**config.mk**
```make
export PLATFORM = sky130hd
export DESIGN_NAME = reset_cause_status_flags
export DESIGN_NICKNAME = d
export VERILOG_FILES = /design/src/rtl/reset_cause_pkg.sv /design/src/rtl/reset_cause_status_flags.sv /design/src/rtl/sticky_flag.sv
export VERILOG_INCLUDE_DIRS = /design/src /design/src/rtl
export SDC_FILE = /design/constraint.sdc
export NUM_CORES = 1
export LEC_CHECK = 0
export CAP_MARGIN = 20
export CORE_MARGIN = 2
export CORE_UTILIZATION = 60
export CTS_CLUSTER_DIAMETER = 120
export DETAILED_ROUTE_END_ITERATION = 7
export DONT_BUFFER_PORTS = 1
export PLACE_DENSITY = 0.76
export SETUP_SLACK_MARGIN = 0.02
export SLEW_MARGIN = 20
export SYNTH_ARGS = -nofsm -noshare
export SYNTH_HDL_FRONTEND = slang
export SYNTH_HIERARCHICAL = 1
export SYNTH_SLANG_ARGS = --single-unit
```
**constraint.sdc**
```tcl
create_clock -name clock -period 2.8 [get_ports clock]
set_clock_uncertainty 0.1 [all_clocks]
set_input_delay 0.28 -clock clock [delete_from_list [all_inputs] [get_ports clock]]
set_output_delay 0.28 -clock clock [all_outputs]
set_load 0.005 [all_outputs]
```
**src/rtl/reset_cause_consts.svh**
```systemverilog
`ifndef RESET_CAUSE_CONSTS_SVH
`define RESET_CAUSE_CONSTS_SVH

// register byte offsets on the bus
`define CAUSE_STATUS_OFS 12'h000
`define ABORT_STATUS_OFS 12'h004
`define SOFT_RESET_CTRL_OFS 12'h008

// implemented flag bits per register
`define CAUSE_IMPL_MASK 16'h7f80
`define ABORT_IMPL_MASK 16'he000

// cause flag positions
`define BIT_CLOCK_FAULT 14
`define BIT_WATCHDOG 13
`define BIT_ILL_MODE 12
`define BIT_ILL_ADDR 11
`define BIT_ILL_ACCESS 10
`define BIT_PERIPH 9
`define BIT_OVERLAP 8
`define BIT_SW_RESET 7

// abort flag positions
`define BIT_ABT_ADDR 15
`define BIT_ABT_MEM 14
`define BIT_ABT_PERIPH 13

// software reset control field
`define SOFT_RESET_LSB 14
`define SOFT_RESET_MSB 15
`define SOFT_RESET_IDLE 2'b01

// reset request pulse length
`define CLOCK_PERIOD_NS 25
`define RESET_PULSE_NS 100
`define RESET_PULSE_CYCLES ((`RESET_PULSE_NS + `CLOCK_PERIOD_NS - 1) / `CLOCK_PERIOD_NS)

`endif

```
**src/rtl/reset_cause_pkg.sv**
```systemverilog
`default_nettype none
package reset_cause_pkg;
    // one-cycle event pulses from the detectors, plus the mode level
    typedef struct packed {
        logic clockFault;
        logic watchdogReset;
        logic illegalMode;
        logic illegalAddress;
        logic illegalAccess;
        logic periphViolation;
        logic mapOverlap;
        logic overlapAccess;
        logic userMode;
    } cause_events_t;

    typedef logic [15:0] flag_vec_t;
endpackage : reset_cause_pkg
`default_nettype wire

```
**src/rtl/reset_cause_status_flags.sv**
```systemverilog
`include "reset_cause_consts.svh"
`default_nettype none
// reset and abort cause flags behind an apb slave
module reset_cause_status_flags (
    input wire logic clock,
    input wire logic sys_rst,
    input wire logic warmReset,
    input wire reset_cause_pkg::cause_events_t events,
    input wire logic psel,
    input wire logic penable,
    input wire logic pwrite,
    input wire logic [11:0] paddr,
    input wire logic [31:0] pwdata,
    input wire logic [3:0] pstrb,
    input wire logic [2:0] pprot,
    output logic [31:0] prdata,
    output logic pready,
    output logic pslverr,
    output logic resetRequest,
    output reset_cause_pkg::flag_vec_t causeFlags,
    output reset_cause_pkg::flag_vec_t abortFlags
);

    // bus decode

    logic setupPhase;
    logic accessDone;
    logic writeDone;
    logic hitCause;
    logic hitAbort;
    logic hitSwCtrl;
    logic hitAny;
    logic privileged;

    // setup is psel without penable; the access ends on pready
    assign setupPhase = psel && !penable;
    assign accessDone = psel && penable && pready;
    assign writeDone = accessDone && pwrite;

    // only word aligned offsets hit a register
    assign hitCause = (paddr == `CAUSE_STATUS_OFS);
    assign hitAbort = (paddr == `ABORT_STATUS_OFS);
    assign hitSwCtrl = (paddr == `SOFT_RESET_CTRL_OFS);
    assign hitAny = hitCause || hitAbort || hitSwCtrl;

    // apb4 protection bit zero marks a privileged access
    assign privileged = pprot[0];


    // byte lane mask for clears

    logic [15:0] laneMask;

    // only the two low lanes carry flags; upper lanes are reserved
    assign laneMask = {{8{pstrb[1]}}, {8{pstrb[0]}}};


    // software clear strobes, write 0 clears, write 1 keeps

    logic [15:0] causeClear;
    logic [15:0] abortClear;

    // clears are accepted in every mode
    assign causeClear = (writeDone && hitCause) ? (~pwdata[15:0] & laneMask) : 16'h0000;
    assign abortClear = (writeDone && hitAbort) ? (~pwdata[15:0] & laneMask) : 16'h0000;


    // software reset control field

    logic [1:0] swField;
    logic swCtrlWrite;
    logic swResetHit;

    assign swField = pwdata[`SOFT_RESET_MSB:`SOFT_RESET_LSB];

    // user-mode writes are dropped silently; the field always reads idle
    assign swCtrlWrite = writeDone && hitSwCtrl && privileged && pstrb[1];

    // any pattern except the idle code asks for a global reset
    assign swResetHit = swCtrlWrite && (swField != `SOFT_RESET_IDLE);


    // event qualification

    logic privAddr;
    logic privAccess;
    logic userAddr;
    logic userAccess;
    logic userPeriph;
    logic overlapHit;

    // the detectors give single-cycle pulses, so no edge detect here
    assign privAddr = events.illegalAddress && !events.userMode;
    assign privAccess = events.illegalAccess && !events.userMode;
    assign userAddr = events.illegalAddress && events.userMode;
    assign userAccess = events.illegalAccess && events.userMode;
    assign userPeriph = events.periphViolation && events.userMode;

    // overlap alone is harmless until the shared region is touched
    assign overlapHit = events.mapOverlap && events.overlapAccess;


    // set vectors

    logic [15:0] causeSet;
    logic [15:0] abortSet;

    // each cause ors into its own bit, leaving others alone
    always_comb begin
        causeSet = 16'h0000;
        causeSet[`BIT_CLOCK_FAULT] = events.clockFault;
        causeSet[`BIT_WATCHDOG] = events.watchdogReset;
        causeSet[`BIT_ILL_MODE] = events.illegalMode;
        causeSet[`BIT_ILL_ADDR] = privAddr;
        causeSet[`BIT_ILL_ACCESS] = privAccess;
        causeSet[`BIT_PERIPH] = userPeriph;
        causeSet[`BIT_OVERLAP] = overlapHit;
        causeSet[`BIT_SW_RESET] = swResetHit;
    end

    // user-mode address and access faults abort rather than reset; a user peripheral violation does both
    always_comb begin
        abortSet = 16'h0000;
        abortSet[`BIT_ABT_ADDR] = userAddr;
        abortSet[`BIT_ABT_MEM] = userAccess;
        abortSet[`BIT_ABT_PERIPH] = userPeriph;
    end


    // flag storage, one cell per implemented bit

    localparam logic [15:0] CauseMask = `CAUSE_IMPL_MASK;
    localparam logic [15:0] AbortMask = `ABORT_IMPL_MASK;

    // cause cells ignore warm reset so they outlive the reset they cause;
    // abort cells go back to zero on any reset
    genvar i;
    generate
        for (i = 0; i < 16; i = i + 1) begin : g_flag
            if (CauseMask[i]) begin : g_cause
                sticky_flag u_cause (
                    .clock(clock),
                    .sys_rst(sys_rst),
                    .warmClear(1'b0),
                    .setPulse(causeSet[i]),
                    .clearPulse(causeClear[i]),
                    .flagReg(causeFlags[i])
                );
            end else begin : g_cause_none
                assign causeFlags[i] = 1'b0;
            end
            if (AbortMask[i]) begin : g_abort
                sticky_flag u_abort (
                    .clock(clock),
                    .sys_rst(sys_rst),
                    .warmClear(warmReset),
                    .setPulse(abortSet[i]),
                    .clearPulse(abortClear[i]),
                    .flagReg(abortFlags[i])
                );
            end else begin : g_abort_none
                assign abortFlags[i] = 1'b0;
            end
        end
    endgenerate


    // reset request generation

    localparam logic [3:0] PulseCycles = 4'(`RESET_PULSE_CYCLES);

    logic resetTrigger;
    logic [3:0] pulseCnt_reg;
    logic [3:0] pulseCnt_next;
    logic resetRequest_next;

    // internally detected faults that end in a system reset;
    // clock fault and watchdog already come with their own reset
    assign resetTrigger = events.illegalMode || privAddr || privAccess || userPeriph
                          || overlapHit || swResetHit;

    // a fresh trigger reloads, so the pulse never comes out short
    assign pulseCnt_next = resetTrigger ? PulseCycles :
                           (pulseCnt_reg != 4'h0) ? pulseCnt_reg - 4'h1 : 4'h0;

    assign resetRequest_next = (pulseCnt_next != 4'h0);

    // the warm reset it produced ends the request too
    always_ff @(posedge clock) begin
        if (sys_rst || warmReset) begin
            pulseCnt_reg <= 4'h0;
            resetRequest <= 1'b0;
        end else begin
            pulseCnt_reg <= pulseCnt_next;
            resetRequest <= resetRequest_next;
        end
    end


    // read mux

    logic [31:0] readWord;
    logic [31:0] swCtrlWord;

    // the control field always reads back the idle code
    assign swCtrlWord = {16'h0000, `SOFT_RESET_IDLE, 14'h0000};

    // reserved bits read zero; reads are allowed in every mode
    assign readWord = hitCause ? {16'h0000, causeFlags} :
                      hitAbort ? {16'h0000, abortFlags} :
                      hitSwCtrl ? swCtrlWord : 32'h0000_0000;


    // bus answer registers

    logic pready_next;
    logic pslverr_next;
    logic [31:0] prdata_next;

    // ready rises for exactly the first access cycle: no wait states
    assign pready_next = setupPhase;

    // an unmapped offset completes with an error and zero data
    assign pslverr_next = setupPhase && !hitAny;

    // data is captured at a read setup and held until the next read setup
    assign prdata_next = (setupPhase && !pwrite) ? readWord : prdata;

    // answer flops
    always_ff @(posedge clock) begin
        if (sys_rst) begin
            pready <= 1'b0;
            pslverr <= 1'b0;
            prdata <= 32'h0000_0000;
        end else begin
            pready <= pready_next;
            pslverr <= pslverr_next;
            prdata <= prdata_next;
        end
    end
endmodule : reset_cause_status_flags
`default_nettype wire

```
**src/rtl/sticky_flag.sv**
```systemverilog
`default_nettype none
// one sticky status bit; power-up and optional warm clear, set wins over the clear pulse, warm clear wins over set
module sticky_flag (
    input wire logic clock,
    input wire logic sys_rst,
    input wire logic warmClear,
    input wire logic setPulse,
    input wire logic clearPulse,
    output logic flagReg
);
    logic flagNext;

    // set first so a clear pulse in the same cycle cannot lose an event
    assign flagNext = setPulse ? 1'b1 : (clearPulse ? 1'b0 : flagReg);

    // power-up clears; warm clear only where the owner asks for it
    always_ff @(posedge clock) begin
        if (sys_rst || warmClear) begin
            flagReg <= 1'b0;
        end else begin
            flagReg <= flagNext;
        end
    end
endmodule : sticky_flag
`default_nettype wire

```
==> metrics.md <==
| Metric | Value |
|---|---|
| Status | `finished clean` |
| Maximum clock path buffer count | `2` |
| Height of the die | `56.5 microns` |
| Total routed wirelength | `3260 microns` |
| Core Area | `between 2000 and 3000 sq um` |
| Vias post-DR | `~1200` |
| Grt ovf | `0` |
| DR iter-0 viols | `30` |
| Synth top area cells | `dfxtp_1, buf_4, nor2b_4` |
| Synth top area share | `0.327` |
| Mean routed wirelength per cell | `13.8 microns` |
| Register area share after synthesis | `0.327` |
| Peak VDD IR | `0.000282 V` |
| # fillers | `~240` |
| Worst-margin pin slew | `roughly 630 ps` |
| Total CTS buffers | `3` |
| Initial Util | `0.615` |
| Fin crit share | `0.739` |
| CP cell instances | `or4_1 > nor4_1 > nand2_1 > nor2_1 > nor2b_4 > o21a_1` |
| # clock sinks | `27` |
| Dpl hpwl | `2440 microns` |
| CP Capture Type | `flop` |
| Final Wtd Congestion | `around 0.86` |
| Area added between synthesis and finish | `-1.44%` |
| M3 GR Usage | `0.0553` |
| Routing usage on met1 | `0.237` |
| Antenna violations before repair | `0` |
| Clk_lat worst skew | `between 300 and 400 ps` |
| R2R setup slack | `around 750 ps` |
| Hold buffer count at CTS | `5` |
| Slew margin rel. | `0.574` |
| Fmax | `around 480 MHz` |
| Die Wd | `roughly 56 microns` |
| # Post-CTS Setup Buffers | `0` |
| Global-route wire length before repair | `~5000 microns` |
| Total power | `654 uW` |
| CTS tree | `yes` |
| Setup_tns | `0 ps` |
| Clock transition at path regs | `around 160 ps` |
| CP max stage cell | `or4_1` |
| Hold slack | `~17 ps` |
| Antenna-violating nets left | `0` |
| Cell area power density | `401 nW/um^2` |
| Max FFs per register | `9` |
| Min cycle time layout | `roughly 2100 ps` |
| Num rows | `19` |
| # setup viols final | `0` |
| Primary FF master, synth | `dfxtp_1` |
| IO buf count | `0` |
| Min-delay worst type | `primary input to flop` |
| #FFs+latches synth | `27` |
| Count leader, synth | `buf_4` |
| Num ports | `between 100 and 150` |
| Leading area contributor after synthesis | `dfxtp_1` |
| Synth Cell Area | `1650 sq um` |
| Total track usage | `0.201` |
| Post-synth top cells | `buf_4, nor2_1, dfxtp_1, nor2b_4, o21a_1` |
| Largest net degree at the start of global routing | `17` |
| CP Class | `primary input to flop` |
| Flip-flop and latch area | `541 sq um` |
| CP peak stage delay | `about 560 ps` |
| Leak | `0.700 nW` |
| DR vias/cell | `between 5 and 6` |
| Layout cells sized above 1 | `0.102` |
| Asr flop ratio synth | `0` |
| H-tree depth | `1` |
| Fin nets | `approximately 270` |
| DP Worst Slack | `431 ps` |
| Util after Layout | `0.606` |
| # resized after CTS | `0` |
| Area occupied by multi-input gates | `955 sq um` |
| DRC Markers | `0` |
| Synth Warn # | `6` |
| CP Max Fanout | `7` |
| Ant. Diodes | `0` |
| GRT busiest layer | `met2` |
| CP startpoint kind | `primary input` |
| Count of cell types in the netlist | `33` |
| CTS Root Cell | `clkbuf_4` |
| Slew Limit Fails | `0` |
| Mean Syn Cell Area | `8.65 sq um` |
| Unrepaired setup endpoints after global routing | `no` |
| Number of max-cap violations | `0` |
| CP Data Arrival Time | `about 2200 ps` |
| Hold Vio Cnt, Final | `0` |
| Die ar. | `3190 sq um` |
| Synthesized instance count | `191` |
| DRT Pass-1 Iters | `4` |
| Final worst slack | `~730 ps` |
| Worst endpoint required time | `~3000 ps` |
| Global-route met2 utilization | `0.332` |
| Vias in the first global route | `about 1100` |
| Post-synth EDFFs | `0` |
[layer usage]
layer | up-vias | share of wire
li1 | 578 | -
met1 | 568 | 0.39
met2 | 62 | 0.50
met3 | 7 | 0.087
met4 | 0 | 0.020
met5 | - | 0
[where the power goes]
part           switching, mW  internal, mW
logic                 0.0400        0.0308
registers            0.00764         0.393
clock network          0.127        0.0548
total                  0.175         0.479
[cell families (layout without fill, tap and decap cells)]
group                      count (synthesis)  in the layout  share of synthesized area
AOI/OAI and AO/OA                         29             29                      0.123
and+or+nand+nor                           83             83                      0.323
DFF                                       27             27                      0.327
adders and majority gates                  1              1                    0.00757
muxes                                      1              1                    0.00606
buffers and inverters                     49             13                      0.211
other                                      1             52                    0.00227
[critical path: cells and delay by family]
| family | cells | cell delay (ps) |
|---|---|---|
| simple gates | 5 | 1790 |
| compound gates | 1 | 160 |
[stage by stage]
stage / area (sq um) / instances
floorplan: 1840 / 242
global placement: 1550 / 228
detailed placement: 1550 / 228
CTS: 1630 / 237
global route: 1630 / 237
finish: 1630 / 237
[final timing paths]
| kind | end | depth (start not counted) | from |
|---|---|---|---|
| min | pslverr | 2 | paddr[3] |
| min reg2reg | prdata[15] | 2 | prdata[15] |
| max | g_flag[12].g_cause.u_cause/flagReg | 6 | paddr[7] |
| max reg2reg | g_flag[12].g_cause.u_cause/flagReg | 6 | pready |
[final cells by class]
cell class                      instances  share of cell area
Clock buffer                            3              0.0138
Inverter                                4             0.00922
Timing Repair Buffer                    5              0.0307
Multi-Input combinational cell        166               0.586
Clock inverter                          1             0.00461
Sequential cell                        27               0.332
Tap cell                               31              0.0238
[cells in the final DEF (no fill, tap or decap), types with 5 or more instances in the layout]
| cell | n |
|---|---|
| conb_1 | 52 |
| nor2_1 | 28 |
| o21a_1 | 11 |
| dfxtp_1 | 27 |
| nand2_1 | 8 |
| nor2b_4 | 11 |
| a21oi_1 | 8 |
| nor2b_1 | 6 |
| dlygate4sd3_1 | 5 |
| a22o_1 | 6 |
No activity file was read; power rests on OpenSTA's default activity.
